`src/tpei_pkg.sv`:
```
// Constants shared by the transmit payload error inserter.
package tpei_pkg;
  localparam logic [7:0] TPEI_OFS_RATE_CTRL = 8'hEB;
  localparam logic [7:0] TPEI_OFS_CNT_LO = 8'hEC;
  localparam logic [7:0] TPEI_OFS_CNT_HI = 8'hED;
  localparam logic [7:0] TPEI_OFS_LEFT_LO = 8'hEE;
  localparam logic [7:0] TPEI_OFS_LEFT_HI = 8'hEF;
  localparam logic [7:0] TPEI_RST_REG = 8'h00;
  localparam int TPEI_RATE_LSB = 0;
  localparam int TPEI_RATE_W = 4;
  localparam int TPEI_CONT_BIT = 4;
  localparam int TPEI_LOAD_BIT = 7;
  localparam int TPEI_CNT_HI_W = 2;
  localparam int TPEI_CNT_W = 10;
  localparam logic [3:0] TPEI_RATE_OFF = 4'h0;
  localparam logic [4:0] TPEI_RATE_EXP_OFS = 5'h03;
  localparam int TPEI_BITCNT_W = 18;
  localparam int TPEI_FIFO_DEPTH = 32;
  localparam int TPEI_WORD_W = 4;
  localparam int TPEI_W_DATA = 0;
  localparam int TPEI_W_FBIT = 1;
  localparam int TPEI_W_FSTART = 2;
  localparam int TPEI_W_CHAN = 3;
endpackage

```
`src/tpei_fifo.sv`:
```
// Synchronous FIFO with valid and ready on both sides.
`timescale 1ns/1ps
module tpei_fifo #(
  parameter int WIDTH = 4,
  parameter int DEPTH = 32
) (
  input wire logic clk,
  input wire logic rst,
  input wire logic [WIDTH-1:0] in_data,
  input wire logic in_valid,
  output logic in_ready,
  output logic [WIDTH-1:0] out_data,
  output logic out_valid,
  input wire logic out_ready
);
  localparam int AW = $clog2(DEPTH);
  logic [WIDTH-1:0] mem_r [DEPTH];
  logic [AW-1:0] wr_ptr_r;
  logic [AW-1:0] rd_ptr_r;
  logic [AW:0] count_r;
  logic [AW:0] count_nxt;
  logic in_ready_r;
  wire push = in_valid && in_ready_r;
  wire pop = out_valid && out_ready;

  assign count_nxt = count_r + (AW+1)'(push) - (AW+1)'(pop);
  assign in_ready = in_ready_r;
  assign out_valid = (count_r != '0);
  assign out_data = mem_r[rd_ptr_r];

  always_ff @(posedge clk) begin
    if (rst) begin
      wr_ptr_r <= '0;
      rd_ptr_r <= '0;
      count_r <= '0;
      in_ready_r <= 1'b1;
    end else begin
      if (push) begin
        wr_ptr_r <= wr_ptr_r + 1'b1;
      end
      if (pop) begin
        rd_ptr_r <= rd_ptr_r + 1'b1;
      end
      count_r <= count_nxt;
      in_ready_r <= (count_nxt != (AW+1)'(DEPTH));
    end
  end

  always_ff @(posedge clk) begin
    if (push) begin
      mem_r[wr_ptr_r] <= in_data;
    end
  end
endmodule

```
`src/tpei_top.sv`:
```
// Transmit payload error inserter with its host registers and input FIFO.
`timescale 1ns/1ps
// Notes on behaviour
// Corrupt only outgoing transmit payload bits.
// Errors over whole frame or chosen channels.
// Invert the last bit of each interval.
// Framing bits never counted nor inverted.
// New rate takes effect at frame boundary.
// Rate code k gives 1 in 2^(k+3).
// Rate zero inserts nothing, even continuous.
// Continuous mode ignores count, inserts forever.
// Counted mode inserts loaded count, then stops.
// Load strobe rise loads count two cycles later.
// Only rising load strobe loads; host re-arms.
// Ten-bit count split low and high registers.
// Count zero gives none; 3FFh gives 1023.
// Pending error count readable at any time.
// Host sets rate, then mode and count.
// Host writes zero to control bits 5,6.
// Pending count drops per error, stops zero.
// Per-channel mode: only selected channels count.
module tpei_top
  import tpei_pkg::*;
(
  input wire logic clk,
  input wire logic rst,
  input wire logic [7:0] reg_addr,
  input wire logic [7:0] reg_wdata,
  input wire logic reg_wr,
  input wire logic reg_rd,
  output logic [7:0] reg_rdata,
  input wire logic per_chan_en,
  input wire logic tx_in_bit,
  input wire logic tx_in_fbit,
  input wire logic tx_in_frame_start,
  input wire logic tx_in_chan_sel,
  input wire logic tx_in_valid,
  output logic tx_in_ready,
  output logic tx_out_bit,
  output logic tx_out_fbit,
  output logic tx_out_frame_start,
  output logic tx_out_err,
  output logic tx_out_valid,
  input wire logic tx_out_ready
);
  import tpei_pkg::*;

  logic [7:0] rate_ctrl_r;
  logic [7:0] cnt_lo_r;
  logic [TPEI_CNT_HI_W-1:0] cnt_hi_r;
  logic [TPEI_CNT_W-1:0] left_r;
  logic load_pend_r;
  logic [TPEI_RATE_W-1:0] act_rate_r;
  logic [TPEI_BITCNT_W-1:0] bitcnt_r;
  logic [7:0] rdata_r;
  logic out_bit_r;
  logic out_fbit_r;
  logic out_fstart_r;
  logic out_err_r;
  logic out_valid_r;

  logic [TPEI_WORD_W-1:0] fifo_word;
  logic fifo_valid;
  logic fifo_ready;

  tpei_fifo #(
    .WIDTH(TPEI_WORD_W),
    .DEPTH(TPEI_FIFO_DEPTH)
  ) u_fifo (
    .clk(clk),
    .rst(rst),
    .in_data({tx_in_chan_sel, tx_in_frame_start, tx_in_fbit, tx_in_bit}),
    .in_valid(tx_in_valid),
    .in_ready(tx_in_ready),
    .out_data(fifo_word),
    .out_valid(fifo_valid),
    .out_ready(fifo_ready)
  );

  wire wr_ctrl = reg_wr && (reg_addr == TPEI_OFS_RATE_CTRL);
  wire wr_lo = reg_wr && (reg_addr == TPEI_OFS_CNT_LO);
  wire wr_hi = reg_wr && (reg_addr == TPEI_OFS_CNT_HI);
  wire load_rise = wr_ctrl && reg_wdata[TPEI_LOAD_BIT] && !rate_ctrl_r[TPEI_LOAD_BIT];
  wire [TPEI_CNT_W-1:0] cnt_val = {cnt_hi_r, cnt_lo_r};
  wire [TPEI_RATE_W-1:0] new_rate = rate_ctrl_r[TPEI_RATE_LSB +: TPEI_RATE_W];
  wire cont_mode = rate_ctrl_r[TPEI_CONT_BIT];

  assign fifo_ready = !out_valid_r || tx_out_ready;
  wire take = fifo_valid && fifo_ready;
  wire w_bit = fifo_word[TPEI_W_DATA];
  wire w_fbit = fifo_word[TPEI_W_FBIT];
  wire w_fstart = fifo_word[TPEI_W_FSTART];
  wire w_chan = fifo_word[TPEI_W_CHAN];

  wire eligible = !w_fbit && (!per_chan_en || w_chan);
  wire [4:0] rate_exp = {1'b0, act_rate_r} + TPEI_RATE_EXP_OFS;
  wire [TPEI_BITCNT_W:0] one_wide = (TPEI_BITCNT_W+1)'(1);
  wire [TPEI_BITCNT_W-1:0] last_idx =
    TPEI_BITCNT_W'((one_wide << rate_exp) - one_wide);
  wire at_last = (bitcnt_r == last_idx);
  wire rate_on = (act_rate_r != TPEI_RATE_OFF);
  wire budget = cont_mode || (left_r != '0);
  wire flip = take && eligible && rate_on && at_last && budget;
  wire frame_edge = take && w_fstart;
  wire [TPEI_BITCNT_W-1:0] bitcnt_adv = at_last ? '0 : bitcnt_r + 1'b1;

  wire [7:0] ctrl_rd = rate_ctrl_r & {1'b1, 2'b00, 5'h1F};
  wire [7:0] rd_mux =
    (reg_addr == TPEI_OFS_RATE_CTRL) ? ctrl_rd :
    (reg_addr == TPEI_OFS_CNT_LO) ? cnt_lo_r :
    (reg_addr == TPEI_OFS_CNT_HI) ? {6'h00, cnt_hi_r} :
    (reg_addr == TPEI_OFS_LEFT_LO) ? left_r[7:0] :
    (reg_addr == TPEI_OFS_LEFT_HI) ? {6'h00, left_r[9:8]} : 8'h00;

  assign reg_rdata = rdata_r;
  assign tx_out_bit = out_bit_r;
  assign tx_out_fbit = out_fbit_r;
  assign tx_out_frame_start = out_fstart_r;
  assign tx_out_err = out_err_r;
  assign tx_out_valid = out_valid_r;

  // Host register file; bits 5 and 6 of the control register are not kept.
  always_ff @(posedge clk) begin
    if (rst) begin
      rate_ctrl_r <= TPEI_RST_REG;
      cnt_lo_r <= TPEI_RST_REG;
      cnt_hi_r <= '0;
      rdata_r <= TPEI_RST_REG;
    end else begin
      if (wr_ctrl) begin
        rate_ctrl_r <= reg_wdata & {1'b1, 2'b00, 5'h1F};
      end
      if (wr_lo) begin
        cnt_lo_r <= reg_wdata;
      end
      if (wr_hi) begin
        cnt_hi_r <= reg_wdata[TPEI_CNT_HI_W-1:0];
      end
      if (reg_rd) begin
        rdata_r <= rd_mux;
      end
    end
  end

  // Pending error counter; a load wins over a decrement.
  always_ff @(posedge clk) begin
    if (rst) begin
      load_pend_r <= 1'b0;
      left_r <= '0;
    end else begin
      load_pend_r <= load_rise;
      if (load_pend_r) begin
        left_r <= cnt_val;
      end else if (flip && !cont_mode) begin
        left_r <= left_r - 1'b1;
      end
    end
  end

  // A changed rate is taken up at a frame start and the interval restarts with it.
  always_ff @(posedge clk) begin
    if (rst) begin
      act_rate_r <= TPEI_RATE_OFF;
      bitcnt_r <= '0;
    end else if (frame_edge && (act_rate_r != new_rate)) begin
      act_rate_r <= new_rate;
      bitcnt_r <= '0;
    end else if (take && eligible && rate_on) begin
      bitcnt_r <= bitcnt_adv;
    end
  end

  // Output stage of the transmit stream.
  always_ff @(posedge clk) begin
    if (rst) begin
      out_bit_r <= 1'b0;
      out_fbit_r <= 1'b0;
      out_fstart_r <= 1'b0;
      out_err_r <= 1'b0;
      out_valid_r <= 1'b0;
    end else if (fifo_ready) begin
      out_valid_r <= fifo_valid;
      out_bit_r <= w_bit ^ flip;
      out_fbit_r <= w_fbit;
      out_fstart_r <= w_fstart;
      out_err_r <= flip;
    end
  end

  property p_fbit_clean;
    @(posedge clk) disable iff (rst)
    out_valid_r && out_fbit_r |-> !out_err_r;
  endproperty
  a_fbit_clean: assert property (p_fbit_clean) else $error("framing bit inverted");

  property p_rate_zero;
    @(posedge clk) disable iff (rst)
    act_rate_r == TPEI_RATE_OFF && fifo_ready |=> !out_err_r;
  endproperty
  a_rate_zero: assert property (p_rate_zero) else $error("error with rate off");

  property p_load;
    @(posedge clk) disable iff (rst)
    load_rise |=> load_pend_r ##1 (left_r == $past(cnt_val));
  endproperty
  a_load: assert property (p_load) else $error("count not loaded");

  property p_no_reload;
    @(posedge clk) disable iff (rst)
    wr_ctrl && rate_ctrl_r[TPEI_LOAD_BIT] |=> !load_pend_r;
  endproperty
  a_no_reload: assert property (p_no_reload) else $error("load without rising edge");

  property p_decrement;
    @(posedge clk) disable iff (rst)
    flip && !cont_mode && !load_pend_r |=> left_r == $past(left_r) - 1'b1;
  endproperty
  a_decrement: assert property (p_decrement) else $error("pending count not reduced");

  property p_stop;
    @(posedge clk) disable iff (rst)
    !cont_mode && left_r == '0 |-> !flip;
  endproperty
  a_stop: assert property (p_stop) else $error("error after count ran out");

  property p_last_bit;
    @(posedge clk) disable iff (rst)
    flip |-> bitcnt_r == last_idx && last_idx[2:0] == 3'h7;
  endproperty
  a_last_bit: assert property (p_last_bit) else $error("inverted bit not last");

  property p_frame_rate;
    @(posedge clk) disable iff (rst)
    $changed(act_rate_r) |-> $past(frame_edge);
  endproperty
  a_frame_rate: assert property (p_frame_rate) else $error("rate changed mid frame");

  property p_chan;
    @(posedge clk) disable iff (rst)
    flip && per_chan_en |-> w_chan && !w_fbit;
  endproperty
  a_chan: assert property (p_chan) else $error("unselected channel inverted");

  property p_cont;
    @(posedge clk) disable iff (rst)
    take && eligible && rate_on && at_last && cont_mode |=> out_err_r;
  endproperty
  a_cont: assert property (p_cont) else $error("continuous error missed");

  property p_read_left;
    @(posedge clk) disable iff (rst)
    reg_rd && reg_addr == TPEI_OFS_LEFT_LO |=> reg_rdata == $past(left_r[7:0]);
  endproperty
  a_read_left: assert property (p_read_left) else $error("wrong pending count read");

  property p_hold;
    @(posedge clk) disable iff (rst)
    out_valid_r && !tx_out_ready |=> out_valid_r && $stable(out_bit_r);
  endproperty
  a_hold: assert property (p_hold) else $error("output changed while stalled");

  property p_flags_pass;
    @(posedge clk) disable iff (rst)
    take |=> out_fstart_r == $past(w_fstart) && out_fbit_r == $past(w_fbit);
  endproperty
  a_flags_pass: assert property (p_flags_pass) else $error("frame flags altered");

  property p_bit_pass;
    @(posedge clk) disable iff (rst)
    take && !flip |=> out_bit_r == $past(w_bit);
  endproperty
  a_bit_pass: assert property (p_bit_pass) else $error("clean bit altered");

  property p_zero_load;
    @(posedge clk) disable iff (rst)
    load_pend_r && cnt_val == '0 |=> left_r == '0;
  endproperty
  a_zero_load: assert property (p_zero_load) else $error("zero count not loaded");

  property p_cont_keep;
    @(posedge clk) disable iff (rst)
    cont_mode && !load_pend_r |=> $stable(left_r);
  endproperty
  a_cont_keep: assert property (p_cont_keep) else $error("count moved in continuous mode");

  property p_fbit_hold;
    @(posedge clk) disable iff (rst)
    take && w_fbit && !frame_edge |=> $stable(bitcnt_r);
  endproperty
  a_fbit_hold: assert property (p_fbit_hold) else $error("framing bit counted");

  property p_wrap;
    @(posedge clk) disable iff (rst)
    take && eligible && rate_on && at_last && !frame_edge |=> bitcnt_r == '0;
  endproperty
  a_wrap: assert property (p_wrap) else $error("interval did not restart");

  property p_rate_restart;
    @(posedge clk) disable iff (rst)
    frame_edge && act_rate_r != new_rate |=> bitcnt_r == '0 && act_rate_r == $past(new_rate);
  endproperty
  a_rate_restart: assert property (p_rate_restart) else $error("rate not taken at frame");

  property p_rdata_hold;
    @(posedge clk) disable iff (rst)
    !reg_rd |=> $stable(reg_rdata);
  endproperty
  a_rdata_hold: assert property (p_rdata_hold) else $error("read data changed without read");
endmodule

```
`config.mk`:
```
export PLATFORM = sky130hd
export DESIGN_NAME = tpei_top
export DESIGN_NICKNAME = d
export VERILOG_FILES = /design/src/tpei_pkg.sv /design/src/tpei_fifo.sv /design/src/tpei_top.sv
export SDC_FILE = /design/constraint.sdc
export NUM_CORES = 1
export LEC_CHECK = 0
export BUFFER_PORTS_ARGS = -buffer_cell sky130_fd_sc_hd__clkbuf_2
export CAP_MARGIN = 0
export CORE_ASPECT_RATIO = 1.4
export CORE_MARGIN = 4
export CORE_UTILIZATION = 35
export DETAILED_ROUTE_END_ITERATION = 10
export HOLD_SLACK_MARGIN = 0.06
export PLACE_DENSITY = 0.47
export SYNTH_ARGS = -nofsm -noshare
export SYNTH_HDL_FRONTEND = slang
export SYNTH_SLANG_ARGS = --single-unit
```
`constraint.sdc`:
```
create_clock -name clk -period 3.7 [get_ports clk]
set_input_delay 0.74 -clock clk [delete_from_list [all_inputs] [get_ports clk]]
set_output_delay 0.74 -clock clk [all_outputs]
set_load 0.05 [all_outputs]
```
Word-level counts from Yosys, hierarchy flattened
Memory sizes are Yosys's and may differ from the RTL's. A register that Yosys moved wholly into a read port is not among the register bits.
Cells that the tools add are included.

word-level totals
  bits in registers = 79
  RAM bits = 128
  word-level logic and storage cells = 76
  memories kept = 1

memory list
  memory        words  width  rd ports  clocked after memory_dff  write ports  line             text
  u_fifo.mem_r  32     4      1         1                         1            tpei_fifo.sv:17  logic [WIDTH-1:0] mem_r [DEPTH];

cells by class
  $add $sub $neg = 8
  equal/unequal tests = 8
  shifts and indexed selects = 1
  multiplexer cells = 12
  bitwise operators = 1
  reduce and logical (&&, ||, !) cells = 28

operators by type and width
  cell                                                number
  equality test 8 bit, second input constant          5
  2-to-1 mux 8 bit                                    4
  2-to-1 mux 10 bit                                   2
  adder 18 x 1 -> 18 bit, second input constant       1
  equality test 18 bit                                1
  2-to-1 mux 18 bit                                   1
  << shifter 1 x 5 -> 18 bit, first input constant    1
  subtractor 18 x 1 -> 18 bit, second input constant  1
  logical AND 1 bit                                   15
  adder 5 x 1 -> 5 bit, second input constant         2
  2-to-1 mux 5 bit                                    2
  nonzero test 10 bit                                 1
  subtractor 10 x 1 -> 10 bit, second input constant  1
  adder 6 x 1 -> 6 bit                                1
  != test 6 bit, second input constant                1
  nonzero test 6 bit                                  1
  subtractor 6 x 1 -> 6 bit                           1
  adder 4 x 2 -> 5 bit, second input constant         1
  zero test 1 bit                                     5
  != test 4 bit                                       1
  nonzero test 4 bit                                  1
  logical OR 1 bit                                    3
  2-to-1 mux 1 bit                                    2
  2-to-1 mux 2 bit                                    1
  other kinds (3)                                     3

Depth between registers and ports, before layout
  depth after elaboration = 10
  mapped depth = 15

Modules after synthesis
Synthesis repeated with hierarchy kept, for this count alone.

second synthesis, totals
  cell total of the unflattened synthesis = 787
  area total of the unflattened synthesis = 9681.8 µm²

modules (own cells, without submodules)
  module     times used  cells each  area an instance (µm²)
  tpei_fifo  1           338         6069.6
  tpei_top   1           449         3612.2

Worst setup path after synthesis
OpenSTA, ideal clock, no wires.

  path kind = input port to flip-flop
  from = input tx_out_ready
  to = register bitcnt_r[14]
  library setup time = 0.070 ns
  arrival time = 2.926 ns
  path slack = 0.705 ns
  cell stages on the path = 8
  path buffers = 1
  cell sequence = nor2b_1 > clkbuf_1 > nor2_1 > o21ai_0 > or4_1 > or4_1 > or3_1 > a21oi_1

between the ends
  word-level cells in the longest chain between the ends = 5
  elaborated cells on any way between the ends = 7

ends and longest elaborated chain
  item                          line             text
  start: declaration            tpei_top.sv:44   input wire logic tx_out_ready
  logical OR 1 bit (*)          tpei_top.sv:88   assign fifo_ready = !out_valid_r || tx_out_ready;
  logical AND 1 bit (*)         tpei_top.sv:89   wire take = fifo_valid && fifo_ready;
  named net take                tpei_top.sv:89
  logical AND 1 bit             tpei_top.sv:104  wire frame_edge = take && w_fstart;
  logical AND 1 bit             tpei_top.sv:165  end else if (frame_edge && (act_rate_r != new_rate)) begin
  OR reduction 2 bit (no line)  -
  end signal: assignment        tpei_top.sv:169  bitcnt_r <= bitcnt_adv;
  end: declaration              tpei_top.sv:54   logic [TPEI_BITCNT_W-1:0] bitcnt_r;

Mark *: on every way through the listed nets, which the timed path passes. The rest lies on a longest branch.
A chain may end at the register's enable or synchronous reset.

==> flow_summary.toml <==
[die]
core_mm2 = 0.0278
dieWidth_um = 150
initial_core_util_pct = 35.7
dieArea_mm2 = 0.0312
num_rows = 72
ios = 41
fp.dieH_um = 207

[synthesis]
synth_edf_count = 128
async_flop_share_pct = 0
netlist_area_mm2 = 0.00994
yosys_most_used_dff = "edfxtp_1"
yosysWarningCount = 0
netlist_instances = 863
synth_area_per_cell_um2 = 11.5
yosysSeqAreaShare_pct = 55.6
ys_ff_latch = 212
synthDistinctLibCells = 70

[setup_path]
crit_chain = "buf_4 > mux4_2 > mux4_2 > mux2i_1 > o21ai_0 > a31o_2 > a21oi_1"
crit_family = "multiplexers"
timing.critical_path.mode_cell = "mux4_2"
critPathSlowestCell = "dfxtp_2"
cp_max_fo = 17
start_kind = "register"
ff2ff_path_depth = 7
cp.required_ns = 4.15
worstSetupEndpointType = "register"
crit_buf_inv = 1
reg2reg_slack_ns = 0.48
crit_type = "reg2reg"
critPathArrivalTime_ns = 3.67
crit-reg2reg-capture = "bitcnt_r[6]"
critPathMaxStageDelay_ns = 0.69

[global_route]
first_global_vias = 6976
grt_max_degree = 62
grt_overflow = 0
grt_pass1_wl_um = 40100
antenna_found_initial = 0
track_usage_pct = 16.2

[clock_tree]
cts_root_buf = "clkbuf_16"
htreeDepth = 1
cts_resized = 0
cts.path.max_buffers = 3
postCtsSetupBuffers = 0
clk_pin_slew_ns = 0.06
ctsHoldBuffers = 0
cts.sink_count = 212
cts_buffers = 24
cts_tree = "built"
clkLatencyLatePin_ns = 0.51

[drt]
dr_total_vias = 6877
wl_met1_um = 9920
first_pass_iters = 5
avgRoutedWirePerCell_um = 19.6
remaining_drc_errors = 0
top_layer = "met4"
via_per_inst = 5.35
routed_wl_um = 25200
met3WireLength_um = 1130
drt-initial-drc-count = 401
ant_nets = 0
route.met2.wl_um = 13500

[status]
status = "finished, final reports clean"

[layout]
drive_gt1_share_pct = 16.3
num-nets-final = 941
fillers = 2671
areaGrowthSynthToFinish_pct = 14.0
multiInputGateArea_mm2 = 0.00406
fin_area_mm2 = 0.0113
n_antenna_cell = 0
seq_area_mm2 = 0.00553

[hold_path]
worst_hold_path_type = "reg2reg"
min_from = "tx_out_err"
holdPathEnd = "tx_out_err"
holdPathStages = 2

[placed_design]
numPortBuffers = 40
hpwl_um = 17600
place.gp.congestion = 0.819
place_area_mm2 = 0.0105
dpl_worst_slack_ns = 0.442

[sta]
setup_violations = 0
rsz0062_at_grt = "false"
hold_violations = 0
slew_headroom_pct = 37.6
worst_pin_slew_ns = 0.929
report.final.slew_viol_count = 0
setup_slack_ns = 0.479
fin_crit_ns = 3.22
fin_skew_ns = 0.00651
fin_crit_sh_pct = 87.1
timing.hold.ws_ns = 0.455
finalSetupTns_ns = 0
fmax_mhz = 310

[run]
max_cap_violations = 0

[pwr]
p_leak_uw = 0.00376
power.total_uw = 6480
p_per_area_mw_per_mm2 = 572
ir_worst_vdd_uv = 331
==> flip-flops by register name (all words and copies together), names as in the netlist, named ones only <==
register,count
cnt_hi_r,2
load_pend_r,1
tx_out_err,1
reg_rdata,8
act_rate_r,4
bitcnt_r,18
tx_out_valid,1
u_fifo.wr_ptr_r,5
tx_out_frame_start,1
u_fifo.count_r,6
left_r,10
u_fifo.rd_ptr_r,5
tx_out_bit,1
u_fifo.mem_r,128
rate_ctrl_r,6
tx_out_fbit,1
u_fifo.in_ready,1
cnt_lo_r,8
==> power breakdown <==
part	internal [µW]	switching, µW
combinational	611	779
sequential	2600	107
clock	1440	940
==> metal layers <==
| layer | up-vias | GRT usage (%) |
|---|---|---|
| met2 | 137 | 29.9 |
| met5 | - | 0 |
| met3 | 37 | 2.16 |
| li1 | 3320 | - |
| met4 | 0 | 4.74 |
| met1 | 3383 | 19.5 |
==> cell usage after synthesis, drive strengths merged, types with 9 or more instances <==
master,count,area [µm²]
a2111oi,13,115
a211oi,15,118
a21oi,34,170
buf,23,143
clkbuf,32,120
dfxtp,84,1680
edfxtp,128,3840
ha,16,200
inv,27,101
mux2i,46,460
mux4,26,586
nand2,47,176
nand2b,9,56.3
nand3,42,210
nand3b,9,67.6
nand4,21,131
nor2,101,379
nor2b,9,56.3
nor3,14,70.1
o21ai,21,105
or3,17,106
xnor2,9,78.8
xor2,15,131
==> metrics by stage <==
stage               utilization (%)  instances
detailed placement             37.9       1241
global route                   40.7       1285
floorplan                         -        864
finish                         40.7       1285
global placement               37.9       1241
CTS                            40.7       1285
==> worst reg2reg max path, cell delays in order, from the launching register on <==
cell and delay [ns]:
dfxtp_2 0.69, buf_4 0.32, mux4_2 0.55, mux4_2 0.48, mux2i_1 0.39, o21ai_0 0.20
a31o_2 0.38, a21oi_1 0.16
==> how the worst max path moves through the flow <==
stage / start / to / slack [ns] / cells past startpoint
global placement: register / bitcnt_r[8] / 0.49 / 7
floorplan: tx_out_ready / bitcnt_r[14] / 0.70 / 8
finish: register / bitcnt_r[6] / 0.48 / 7
CTS: register / bitcnt_r[9] / 0.42 / 7
global route: act_rate_r[1] / left_r[6] / 0.20 / 7
detailed placement: register / bitcnt_r[9] / 0.44 / 7
==> area by class of cell <==
type / instances / area share (%)
inverter: 27 / 0.894
multi-input combinational: 570 / 35.8
clock inverter: 15 / 1.31
clock buffer: 29 / 5.65
sequential: 212 / 48.8
tap: 370 / 4.09
timing repair buffer: 62 / 3.44
==> placed cells by master, fill, tap and decap left out, types with 7 or more instances in the layout <==
master       n
nand3_1     42
o21ai_0     21
inv_1       27
buf_4       20
mux2i_1     46
a211oi_1    14
nand2_1     47
nand4_1     21
nand3b_1     9
clkbuf_2    40
xor2_1      15
and3_1       7
nand2b_1     9
a2111oi_0   12
nor3_1      14
nor2b_1      9
or3_1       17
xnor2_1      9
ha_1        16
mux4_2      26
nor2_1     101
dfxtp_1     82
a21oi_1     34
edfxtp_1   128
clkbuf_16   25
==> logic make-up (layout without fill, tap and decap cells) <==
kind of cell / count (synthesis) / count (layout) / synth area share (%)
adders and majority gates: 17 / 17 / 2.22
muxes: 72 / 72 / 10.5
buffers and inverters: 82 / 133 / 3.66
and+or+nand+nor: 315 / 315 / 16.0
AOI/OAI and AO/OA: 140 / 140 / 9.86
other: 1 / 2 / 0.0377
xor gates and xnor gates: 24 / 24 / 2.11
DFF: 212 / 212 / 55.6
(Power assumes the default switching activity.)
